`config.mk`:
```
export PLATFORM = sky130hd
export DESIGN_NAME = hpps_top
export DESIGN_NICKNAME = d
export VERILOG_FILES = /design/src/logic/hpps_pkg.sv /design/src/logic/hpps_sync.sv /design/src/logic/hpps_top.sv
export SDC_FILE = /design/constraint.sdc
export NUM_CORES = 1
export LEC_CHECK = 0
export CAP_MARGIN = 20
export CORE_MARGIN = 2
export CORE_UTILIZATION = 45
export CTS_CLUSTER_DIAMETER = 120
export DETAILED_ROUTE_END_ITERATION = 10
export DONT_BUFFER_PORTS = 1
export SKIP_LAST_GASP = 1
export SLEW_MARGIN = 20
export SYNTH_ARGS = -nofsm -noshare
export SYNTH_HDL_FRONTEND = slang
export SYNTH_SLANG_ARGS = --single-unit
export TNS_END_PERCENT = 50
```
`constraint.sdc`:
```
create_clock -name clk -period 2.3 [get_ports clk]
set_clock_uncertainty 0.1 [all_clocks]
set_input_delay 0.23 -clock clk [delete_from_list [all_inputs] [get_ports clk]]
set_output_delay 0.23 -clock clk [all_outputs]
set_load 0.01 [all_outputs]
```
`src/logic/hpps_pkg.sv`:
```
package hpps_pkg;

    // pin levels as seen after the two-flop synchroniser
    typedef struct packed {
        logic strap_i2c;     // protocol strap, high selects i2c
        logic sclk;          // serial clock from the host
        logic sdata;         // shared data pin level
        logic addr1;         // address bit 1 pin level
        logic addr0_cs_n;    // address bit 0 / select pin level
        logic dev_rst_n;     // device reset pin
        logic out_dis;       // global output disable pin
        logic realign_n;     // divider realign pin
        logic pll_locked;    // lock state of the main pll
    } hpps_pins_t;

    // reset image follows the internal pulls; device reset reads as asserted
    localparam hpps_pins_t PINS_RST = '{
        strap_i2c:  1'b1,
        sclk:       1'b1,
        sdata:      1'b1,
        addr1:      1'b0,
        addr0_cs_n: 1'b1,
        dev_rst_n:  1'b0,
        out_dis:    1'b0,
        realign_n:  1'b1,
        pll_locked: 1'b0
    };

    typedef enum logic [1:0] {
        ST_HOLD  = 2'b00,
        ST_STRAP = 2'b01,
        ST_RUN   = 2'b11
    } hpps_phase_t;

    typedef enum logic [1:0] {
        MODE_SPI3 = 2'b00,
        MODE_SPI4 = 2'b01,
        MODE_I2C  = 2'b10
    } hpps_mode_t;

    typedef struct packed {
        logic       data_o;       // data pin output value
        logic       data_oe;      // data pin driven
        logic       addr1_o;      // address-1 pin output value
        logic       addr1_oe;     // address-1 pin driven
        logic       core_sclk;    // serial clock to the protocol engine
        logic       core_rx;      // serial data to the protocol engine
        logic       core_sel_n;   // spi select to the protocol engine
        logic [1:0] addr_lsb;     // i2c target address bits 1:0
        logic       regs_default; // holds the register file at defaults
        logic       irq_n;        // status change interrupt, low active
        logic       lock;         // lock indicator
        logic       clk_en;       // clock outputs allowed to run
        logic       div_rst;      // output divider reset
    } hpps_out_t;

    localparam hpps_out_t OUT_RST = '{
        data_o:       1'b0,
        data_oe:      1'b0,
        addr1_o:      1'b0,
        addr1_oe:     1'b0,
        core_sclk:    1'b1,
        core_rx:      1'b1,
        core_sel_n:   1'b1,
        addr_lsb:     2'h0,
        regs_default: 1'b1,
        irq_n:        1'b1,
        lock:         1'b0,
        clk_en:       1'b0,
        div_rst:      1'b1
    };

    typedef struct packed {
        hpps_phase_t phase;
        hpps_mode_t  mode;
        logic        irq_pend;
        hpps_out_t   out;
    } hpps_state_t;

    localparam hpps_state_t STATE_RST = '{
        phase:    ST_HOLD,
        mode:     MODE_I2C,
        irq_pend: 1'b0,
        out:      OUT_RST
    };

endpackage

```
`src/logic/hpps_sync.sv`:
```
`timescale 1ns/1ps
module hpps_sync
(
    input  wire logic                clk,    // system clock
    input  wire logic                rst_n,  // async reset, low active
    input  wire hpps_pkg::hpps_pins_t pins,   // raw pin levels
    output hpps_pkg::hpps_pins_t     synced  // levels after two flops
);
    import hpps_pkg::*;

    typedef struct packed {
        hpps_pins_t meta;
        hpps_pins_t stable;
    } hpps_sync_t;

    hpps_sync_t st_reg;
    hpps_sync_t st_next;

    // first stage feeds the second stage only
    always_comb
    begin
        st_next.meta   = pins;
        st_next.stable = st_reg.meta;
    end

    always_ff @(posedge clk or negedge rst_n)
    begin
        if (!rst_n)
        begin
            st_reg <= '{meta: PINS_RST, stable: PINS_RST};
        end
        else
        begin
            st_reg <= st_next;
        end
    end

    assign synced = st_reg.stable;

endmodule // hpps_sync

```
`src/logic/hpps_top.sv`:
```
// Overview of operation
// RULE_01: strap high runs the serial port as i2c, strap low as spi.
// RULE_02: data pin is two-way in i2c and 3-wire spi, input-only in 4-wire spi.
// RULE_03: address-1 pin is an undriven input in i2c, driven data output in 4-wire spi.
// RULE_04: address-0 pin is an address input in i2c, low-active select in spi.
// RULE_05: host always supplies the serial clock; the device never drives it.
// RULE_06: interrupt output goes low when any device status change occurs; the code drops status_event while device reset is low.
// RULE_07: device reset input low returns all logic and registers to defaults; the code keeps the lock indicator following the pll.
// RULE_08: clock outputs stay disabled while device reset is in effect.
// RULE_09: output disable high stops all clock outputs; low lets them run.
// RULE_10: lock indicator is driven high while locked, low while out of lock.
// RULE_11: realign input low resets the output dividers to realign clocks.
// RULE_12: in i2c the two address pins form target address bits 1:0.
`timescale 1ns/1ps
module hpps_top
    import hpps_pkg::*;
(
    input  wire logic       clk,                   // 50 MHz system clock
    input  wire logic       rst_n,                 // power-on reset, async, low active
    input  wire logic       protocol_strap,        // pin: high i2c, low spi
    input  wire logic       spi_4wire_cfg,         // config bit: 4-wire spi when set
    input  wire logic       sclk_pin,              // pin: serial clock from host
    input  wire logic       data_pin_in,           // pin: shared data level
    output logic            data_pin_out,          // pin: shared data drive value
    output logic            data_pin_oe,           // pin: shared data driven
    input  wire logic       addr_bit1_or_data_out_in, // pin: address-1 level
    output logic            addr_bit1_or_data_out,    // pin: address-1 drive value
    output logic            addr_bit1_or_data_out_oe, // pin: address-1 driven
    input  wire logic       addr_bit0_or_select_n, // pin: address-0 / select
    input  wire logic       device_reset_n,        // pin: device reset, low active
    input  wire logic       global_output_disable, // pin: high stops clock outputs
    input  wire logic       divider_realign_n,     // pin: low resets output dividers
    input  wire logic       pll_locked,            // pll lock detector level
    input  wire logic       status_event,          // one-cycle status change pulse
    input  wire logic       status_ack,            // one-cycle host status read
    input  wire logic       core_tx_data,          // engine: data to send
    input  wire logic       core_tx_en,            // engine: data phase active
    output logic            core_sclk,             // engine: serial clock
    output logic            serial_data_in,        // engine: received data
    output logic            core_select_n,         // engine: spi select, low active
    output logic            core_i2c_mode,         // engine: i2c protocol active
    output logic            core_spi_4wire,        // engine: 4-wire spi active
    output logic [1:0]      core_addr_lsb,         // engine: i2c address bits 1:0
    output logic            core_regs_default,     // register file held at defaults
    output logic            status_change_irq_n,   // pin: status interrupt, low active
    output logic            pll_lock_indicator,    // pin: high while locked
    output logic            clk_out_enable,        // clock outputs allowed to run
    output logic            divider_reset          // output divider reset
);
    import hpps_pkg::*;

    hpps_pins_t  pins_raw;
    hpps_pins_t  s;
    hpps_state_t r_reg;
    hpps_state_t r_next;

    always_comb
    begin
        pins_raw.strap_i2c  = protocol_strap;
        pins_raw.sclk       = sclk_pin;
        pins_raw.sdata      = data_pin_in;
        pins_raw.addr1      = addr_bit1_or_data_out_in;
        pins_raw.addr0_cs_n = addr_bit0_or_select_n;
        pins_raw.dev_rst_n  = device_reset_n;
        pins_raw.out_dis    = global_output_disable;
        pins_raw.realign_n  = divider_realign_n;
        pins_raw.pll_locked = pll_locked;
    end

    hpps_sync hpps_sync_i
    (
        .clk    (clk),
        .rst_n  (rst_n),
        .pins   (pins_raw),
        .synced (s)
    );

    always_comb
    begin
        r_next = r_reg;
        case (r_reg.phase)
            ST_HOLD:
            begin
                r_next.phase = ST_STRAP;
            end
            ST_STRAP:
            begin
                // strap caught once, after the reset release
                if (s.strap_i2c)                                    // RULE_01
                begin
                    r_next.mode = MODE_I2C;
                end
                else
                begin
                    r_next.mode = spi_4wire_cfg ? MODE_SPI4 : MODE_SPI3;
                end
                r_next.phase = ST_RUN;
            end
            ST_RUN:
            begin
                // wire count may be reconfigured while running spi
                if (r_reg.mode != MODE_I2C)
                begin
                    r_next.mode = spi_4wire_cfg ? MODE_SPI4 : MODE_SPI3;
                end
            end
            default:
            begin
                r_next.phase = ST_HOLD;
            end
        endcase

        // set wins over a same-cycle acknowledge
        r_next.irq_pend = (r_reg.irq_pend & ~status_ack) | status_event;   // RULE_06

        r_next.out              = OUT_RST;
        r_next.out.irq_n        = ~r_next.irq_pend;                         // RULE_06
        r_next.out.lock         = s.pll_locked;                             // RULE_10
        r_next.out.core_sclk    = s.sclk;                                   // RULE_05
        r_next.out.core_rx      = s.sdata;

        if (r_next.phase == ST_RUN)
        begin
            r_next.out.regs_default = 1'b0;
            r_next.out.clk_en       = ~s.out_dis;                           // RULE_09
            r_next.out.div_rst      = ~s.realign_n;                         // RULE_11
            case (r_next.mode)
                MODE_I2C:
                begin
                    // open drain: only ever pulls low
                    r_next.out.data_o   = 1'b0;                             // RULE_02
                    r_next.out.data_oe  = core_tx_en & ~core_tx_data;       // RULE_02
                    r_next.out.addr1_oe = 1'b0;                             // RULE_03
                    r_next.out.addr_lsb = {s.addr1, s.addr0_cs_n};          // RULE_12
                    r_next.out.core_sel_n = 1'b1;                           // RULE_04
                end
                MODE_SPI4:
                begin
                    r_next.out.data_oe    = 1'b0;                           // RULE_02
                    r_next.out.addr1_o    = core_tx_data;                   // RULE_03
                    r_next.out.addr1_oe   = 1'b1;                           // RULE_03
                    r_next.out.core_sel_n = s.addr0_cs_n;                   // RULE_04
                end
                default:
                begin
                    // 3-wire: data pin turns around on the engine's data phase
                    r_next.out.data_o     = core_tx_data;                   // RULE_02
                    r_next.out.data_oe    = core_tx_en & ~s.addr0_cs_n;     // RULE_02
                    r_next.out.core_sel_n = s.addr0_cs_n;                   // RULE_04
                end
            endcase
        end

        // device reset overrides everything but the lock indicator, other outputs go to their reset values
        if (!s.dev_rst_n)                                                   // RULE_08
        begin
            r_next          = STATE_RST;                                    // RULE_07
            r_next.out.lock = s.pll_locked;                                 // RULE_10
        end
    end

    always_ff @(posedge clk or negedge rst_n)
    begin
        if (!rst_n)
        begin
            r_reg <= STATE_RST;                                             // RULE_08
        end
        else
        begin
            r_reg <= r_next;
        end
    end

    assign data_pin_out             = r_reg.out.data_o;
    assign data_pin_oe              = r_reg.out.data_oe;
    assign addr_bit1_or_data_out    = r_reg.out.addr1_o;
    assign addr_bit1_or_data_out_oe = r_reg.out.addr1_oe;
    assign core_sclk                = r_reg.out.core_sclk;
    assign serial_data_in           = r_reg.out.core_rx;
    assign core_select_n            = r_reg.out.core_sel_n;
    // mode encoding keeps each flag in a bit of its own, so these leave a flop undecoded
    assign core_i2c_mode            = r_reg.mode[1];
    assign core_spi_4wire           = r_reg.mode[0];
    assign core_addr_lsb            = r_reg.out.addr_lsb;
    assign core_regs_default        = r_reg.out.regs_default;
    assign status_change_irq_n      = r_reg.out.irq_n;
    assign pll_lock_indicator       = r_reg.out.lock;
    assign clk_out_enable           = r_reg.out.clk_en;
    assign divider_reset            = r_reg.out.div_rst;

    logic run_ok;
    assign run_ok = (r_reg.phase == ST_RUN) && s.dev_rst_n;
endmodule // hpps_top

```
## After elaboration in Yosys (flattened, before gate mapping)

Cells that the tools add are included.

- Mux-type cells: 15
- Reduce and logical (&&, ||, !) cells: 2
- Bitwise logic cells: 10
- Equality and inequality tests: 6

Operator list:

| kind | count |
|---|---|
| 2-to-1 mux 19 bit | 1 |
| 2-to-1 mux 2 bit | 4 |
| 2-to-1 mux 4 bit | 2 |
| == test 2 bit, second input constant | 3 |
| NOT 1 bit | 6 |
| case mux 2 bit (3 select lines) | 1 |
| 2-to-1 mux 1 bit | 5 |
| == test 2 x 1 -> 1 bit, second input constant | 2 |
| case mux 2 bit (2 select lines) | 1 |
| AND 1 bit | 3 |
| zero test 2 bit | 1 |
| != test 2 bit, second input constant | 1 |
| case mux 1 bit (2 select lines) | 1 |
| OR reduction 2 bit | 1 |
| bitwise OR 1 bit | 1 |

- Logic and storage cells: 67
- Input port bits: 16
- Output and inout bits: 16
- Register bits: 37

## Logic depth before layout (Yosys ltp)

Gate-level depths: netlist of run 1.

- Word-level depth: 8
- Mapped depth: 7
- Gate-level depth less buffers: 7

## By module

From an unflattened synthesis of run 1, not the netlist that was laid out.

- Cells, all modules: 77
- Area total of the unflattened synthesis: 1207.4 µm²

Modules (own cells, without submodules):

| module | cells each | seq. area each (µm²) | times used | area an instance (µm²) |
|---|---|---|---|---|
| hpps_top | 59 | 484.2 | 1 | 744.5 |
| hpps_sync | 18 | 462.9 | 1 | 462.9 |

## Least setup slack after synthesis of run 1

No wires, ideal clock.

- Path kind: register -> register
- Start: register r_reg, in the netlist core_i2c_mode
- End: register r_reg, in the netlist data_pin_oe
- Data required time: 2.070 ns
- Buffers on the path: 0
- Arrival time: 1.400 ns
- Slack: 0.671 ns
- Cell stages (with the launch flop): 8
- Period minus slack after synthesis: 1.629 ns
- Setup time: 0.130 ns
- Cells stage by stage: dfstp_2 -> nand2_1 -> a21oi_1 -> a21o_2 -> ha_1 -> nor2_1 -> a21oi_1 -> nor4b_4

RTL lines:

| what | line | text |
|---|---|---|
| start, declared | hpps_top.sv:54 | `hpps_state_t r_reg;` |
| start signal, assigned | hpps_top.sv:170 | `r_reg <= r_next;` |

==> results of run 1 <==
-- cell type report --
cell class                      count  area [sq um]
Clock buffer                        7          55.1
Clock inverter                      1          7.51
Fill cell                         208          1070
Inverter                            5          21.3
Multi-Input combinational cell     32           214
Sequential cell                    37           947
Tap cell                           30          37.5
Timing Repair Buffer               16           170
-- cell usage after synthesis --
| library cell | instances |
|---|---|
| a21boi_0 | 1 |
| ha_1 | 2 |
| buf_6 | 1 |
| and3_2 | 1 |
| a21oi_1 | 3 |
| nand3_1 | 1 |
| and2_1 | 2 |
| nor2_1 | 3 |
| inv_1 | 4 |
| nand2_1 | 4 |
| buf_4 | 2 |
| dfstp_2 | 17 |
| dfrtp_1 | 20 |
| nor2b_1 | 2 |
| or2b_1 | 2 |
| nand3b_1 | 1 |
| inv_4 | 1 |
| a21o_2 | 1 |
| o211ai_1 | 1 |
| o21ai_0 | 2 |
| o21ai_1 | 1 |
| and3_1 | 4 |
| nor4b_4 | 1 |
-- critical path: stages, from the launching register on --
cell	delay [ps]
dfstp_2	580
nand2_1	60
a21oi_1	250
a21o_2	130
ha_1	190
nor2_1	70
a21oi_1	230
nor4b_4	80
-- worst paths after layout --
check	startpoint	end	depth (start not counted)
max	core_i2c_mode	data_pin_oe	7
min	status_ack	r_reg[14]	3
max reg2reg	core_i2c_mode	data_pin_oe	7
min reg2reg	hpps_sync_i.st_next[3]	hpps_sync_i.synced[3]	0
max in group asynchronous	rst_n	core_i2c_mode	2
min in group asynchronous	rst_n	pll_lock_indicator	2
-- placed cells by master, fill, tap and decap left out, drive strengths merged --
| cell | n |
|---|---|
| a21boi | 1 |
| a21o | 1 |
| a21oi | 3 |
| and2 | 2 |
| and3 | 5 |
| buf | 1 |
| clkbuf | 7 |
| clkinvlp | 1 |
| dfrtp | 20 |
| dfstp | 17 |
| dlygate4sd3 | 15 |
| ha | 2 |
| inv | 5 |
| nand2 | 4 |
| nand3 | 1 |
| nand3b | 1 |
| nor2 | 3 |
| nor2b | 2 |
| nor4b | 1 |
| o211ai | 1 |
| o21ai | 3 |
| or2b | 2 |
-- metrics by stage --
step	worst slack, ps	std cells	area, sq um
after floorplan	671	77	1210
after global placement	600	104	1220
after detailed placement	542	104	1220
after CTS	500	128	1450
after global routing	381	128	1450
final	514	128	1450
-- kinds of logic (layout without fill, tap and decap cells) --
| group | count (synthesis) | in the layout | synth area share, % |
|---|---|---|---|
| flops | 37 | 37 | 78.4 |
| simple gates | 21 | 21 | 11.2 |
| compound gates | 9 | 9 | 4.45 |
| buf+inv | 8 | 29 | 3.93 |
| fa+ha+maj | 2 | 2 | 2.07 |
-- power by group through the flow --
| stage | registers (mW) | logic (mW) | clock network, mW |
|---|---|---|---|
| final | 0.716 | 0.0801 | 0.344 |
| after global routing | 0.721 | 0.0923 | 0.388 |
| after CTS | 0.717 | 0.0818 | 0.364 |
| after detailed placement | 0.728 | 0.0444 | 0 |
| after global placement | 0.728 | 0.0433 | 0 |
| after floorplan | 0.723 | 0.0425 | 0 |
-- per-layer routing --
layer,vias up,track usage [%],part of all wire (%)
li1,287,-,-
met1,306,13.3,40
met2,28,18.9,51
met3,4,5.35,6.6
met4,0,9.18,2.3
met5,-,0,0
-- timing repair --
action / CTS / global route
hold buffers: 16 / 0
endpoints found under the hold margin: 52 / 0
buffers inserted: 0 / 0
==> out/metrics.yaml, run 1 <==
drt_first_pass_iters: 2
setup_viol_count_final: 0
r2r_setup_slack_ps: 510
post-route-util_pct: 57.6
seqPwrFrac_pct: 62.8
cts_tree: "built"
vias: 625
place_congestion: 0.691
grt_max_degree: 38
outcome: "completed"
first_global_vias: 626
tns_ps: 0
synth_warnings: 0
max_cap_violations: 0
drt_iter0_drc: 6
p_leak_nw: 0.661
synth_cells: 77
dieArea_sq_um: 3120
syn-num-nets: 95
htree_levels: 2
cts_made_buffers: 5
pin_count: 32
hp-class: "in2reg"
root_buffer: "clkbuf_4"
port_buffers: 0
numClockSinks: 37
clkLatencyLatePin_ps: 330
p_sw_mw: 0.255
antenna_found_initial: 0
p_int_mw: 0.885
fp.dieW_um: 55.8
ys_types: 23
drc: 0
place_hpwl_um: 935
critical_path_arrival_ps: 1900
rsz0062_at_grt: "false"
synth_top_area_share_pct: 41.4
die_h_um: 55.8
fmax_ghz: 0.560
power_mw: 1.14
wl_per_cell_um: 12.5
vdd_drop_max_v: 0.000487
period_needed_ps: 1790
start_kind: "flip-flop"
core-area_sq_um: 2520
avgSynthCellArea_sq_um: 15.7
synthTopCellsByArea: "dfrtp_1, dfstp_2, and3_1"
end_kind: "flip-flop"
track_usage_pct: 12.3
critPathKind: "reg2reg"
rows: 18
period_share_pct: 77.6
pwr_density_cell_nw_per_um2: 785
slew_headroom_pct: 79.9
netlist.top_cell.by_area: "dfrtp_1"
finalHoldViolations: 0
grt_pass1_wl_um: 2740
finalMaxSlewViolations: 0
finalWirelength_um: 1600
synth_area_sq_um: 1210
crit_fanout: 4
antenna_cells: 0
fin_hold_ws_ps: 90.9
seq_area_frac_synth_pct: 78.4
p_clk_share_pct: 30.2
vias_per_cell: 4.88
fin_nets: 115
start_util_pct: 47.9
ctsResizeCount: 0
clk_path_buf_depth: 2
cp_data_required_time_ps: 2410
drive_gt1_share_pct: 29.6
p_comb_share_pct: 7.0
drtAntennaViolNets: 0
syn_to_final_growth_pct: 20.2
synth-seq-cells: 37
swShare_pct: 22.4
worst-slew-pin-transition_ps: 302
clk_transition_reported_paths_ps: 110
grt-ovfl-total: 0
(Power assumes the default switching activity.)
==> run 2: changes to the inputs <==
==> constraint.sdc (replaced) <==
create_clock -name clk -period 1.6 [get_ports clk]
set_clock_uncertainty 0.1 [all_clocks]
set_input_delay 0.16 -clock clk [delete_from_list [all_inputs] [get_ports clk]]
set_output_delay 0.16 -clock clk [all_outputs]
set_load 0.01 [all_outputs]
==> run 2 against run 1 <==
Sequential power is 44% higher. Design area is 8.2% higher. Die area stayed put. Global-route usage is 1.1 points higher. Via count is 6.2% higher. Sequential share of layout area is 4.9 points lower. Clock-buffer cell count is 1 higher. Largest cell class unchanged.
==> out/metrics.yaml, run 2 (synthesis gave the netlist of run 1 again) <==
outcome: "completed"
worst-slew-pin-transition_ps: 323  # +21.0 ps
start_kind: "flip-flop"
tns_ps: 0  # unchanged
pin_count: 32  # unchanged
finalMaxSlewViolations: 0  # unchanged
use_met1_pct: 14.5  # +1.2 points
period_share_pct: 99.6  # +22 points
vdd_drop_max_v: 0.000830  # +70%
crit_fanout: 3  # -1
drt_iter0_drc: 3  # -3
final_cells: 138  # +7.8%
place_hpwl_um: 1120  # +20%
numClockSinks: 37  # unchanged
clkLatencyLatePin_ps: 320  # about the same
end_kind: "flip-flop"
power_mw: 1.68  # +48%
htree_levels: 2  # unchanged
p_sw_mw: 0.373  # +46%
slowest_stage: "dfstp_2"
finalHoldViolations: 0  # unchanged
cts_made_buffers: 5  # unchanged
fmax_ghz: 0.628  # +12%
drt_first_pass_iters: 3  # +1
period_needed_ps: 1590  # -193 ps
critPathMaxStageDelay_ps: 550  # -30 ps
finalWirelength_um: 1840  # +15%
swShare_pct: 22.1  # -0.26 points
p_leak_nw: 0.712  # +7.8%
post-route-util_pct: 62.3  # +4.7 points
die_h_um: 55.8  # unchanged
grt_pass1_wl_um: 3050  # +11%
cp_cell_sequence: "nand2_1, a21oi_2, a21o_2, ha_4, a21oi_2, nor4b_4"
p_int_mw: 1.31  # +48%
seqPwrFrac_pct: 61.2  # -1.6 points
start_util_pct: 47.9  # unchanged
post-place-cells: 111  # +6.7%
wl_per_cell_um: 13.3  # +6.7%
clk_transition_reported_paths_ps: 100  # about the same
core-area_sq_um: 2520  # unchanged
cts_tree: "built"
design_area_sq_um: 1570  # +8.2%
cpMostUsedCell: "a21oi_2"
port_buffers: 0  # unchanged
hp-class: "in2async"
slew_headroom_pct: 78.5  # -1.4 points
track_usage_pct: 13.4  # +1.1 points
place_congestion: 0.760  # +10%
drtAntennaViolNets: 0  # unchanged
grt_max_degree: 38  # unchanged
layout_commonest_cell: "dfrtp_1"
setup_viol_count_final: 0  # unchanged
vias_per_cell: 4.81  # -1.5%
syn_to_final_growth_pct: 30.0
pwr_density_cell_nw_per_um2: 1070  # +37%
rows: 18  # unchanged
final_cell_mix: "dfrtp_1, dfstp_2, dlygate4sd3_1, buf_4, clkbuf_4"
root_buffer: "clkbuf_4"
place_area_sq_um: 1280  # +4.6%
clk_path_buf_depth: 2  # unchanged
use_met2_pct: 22.3  # +3.4 points
critPathKind: "reg2reg"
p_clk_share_pct: 28.4  # -1.8 points
grt-ovfl-total: 0  # unchanged
first_global_vias: 717  # +15%
fp.dieW_um: 55.8  # unchanged
fin_nets: 125  # +8.7%
critical_path_arrival_ps: 1740  # -160 ps
dieArea_sq_um: 3120  # unchanged
p_comb_share_pct: 10.4  # +3.4 points
rsz0062_at_grt: "true"
vias: 664  # +6.2%
cp_data_required_time_ps: 1750  # -660 ps
grt.busiest_layer: "met2"
drive_gt1_share_pct: 42.6  # +13 points
antenna_found_initial: 0  # unchanged
use_met3_pct: 6.28  # +0.93 points
antenna_cells: 0  # unchanged
max_cap_violations: 0  # unchanged
drc: 0  # unchanged
==> run 2: per-stage QoR <==
step / worst slack [ps] / hold slack [ps]
floorplan: 1.62 / -236
global placement: -31.1 / -235
detailed placement: -118 / -235
CTS: 17.5 / 153
global route: -58.7 / 179
finish: 6.96 / 176
==> run 2: routing by layer <==
metal / part of all wire (%) / vias up
met5: 0 / -
met4: 2.0 / 0
met3: 7.4 / 4
met2: 53 / 27
met1: 38 / 329
li1: - / 304
==> run 2: repair_timing <==
| action | CTS | global route |
|---|---|---|
| buffers inserted | 1 | 1 |
| hold endpoints to repair | 52 | 0 |
| gates resized for setup | 9 | 2 |
| pin swaps | 4 | 4 |
| hold buffers | 17 | 0 |
| setup endpoints to repair | 1 | 2 |
==> run 2: critical path: cells and delay by family, from the launching register on <==
kind            cells  cell delay (ps)
simple gates        2              300
flops               1              550
compound gates      3              410
fa+ha+maj           1              160
==> run 2: worst paths after layout <==
path                                         from                endpoint  slack [ps]  cells after the start
setup / recovery                    core_i2c_mode             data_pin_oe           7                      6
hold / removal                              rst_n   addr_bit1_or_data_out         180                      2
setup reg to reg                    core_i2c_mode             data_pin_oe           7                      6
hold reg to reg            hpps_sync_i.st_next[8]   hpps_sync_i.synced[8]         250                      0
max in group asynchronous                   rst_n  hpps_sync_i.st_next[6]         960                      2
min in group clk           hpps_sync_i.st_next[8]   hpps_sync_i.synced[8]         250                      0
==> run 2: cell type report <==
class	instances	area, sq um
fillers	189	951
flip-flops and latches	37	948
multi-input cells	32	258
repair buffers	26	248
clock buffers	8	58.8
well taps	30	37.5
inverters	5	21.3
==> run 2: power by group through the flow <==
stage | clock network [mW] | logic (mW) | registers, mW
final | 0.478 | 0.175 | 1.03
after global routing | 0.544 | 0.192 | 1.04
after CTS | 0.510 | 0.169 | 1.03
after detailed placement | 0 | 0.0921 | 1.04
after global placement | 0 | 0.0896 | 1.04
after floorplan | 0 | 0.0639 | 1.04
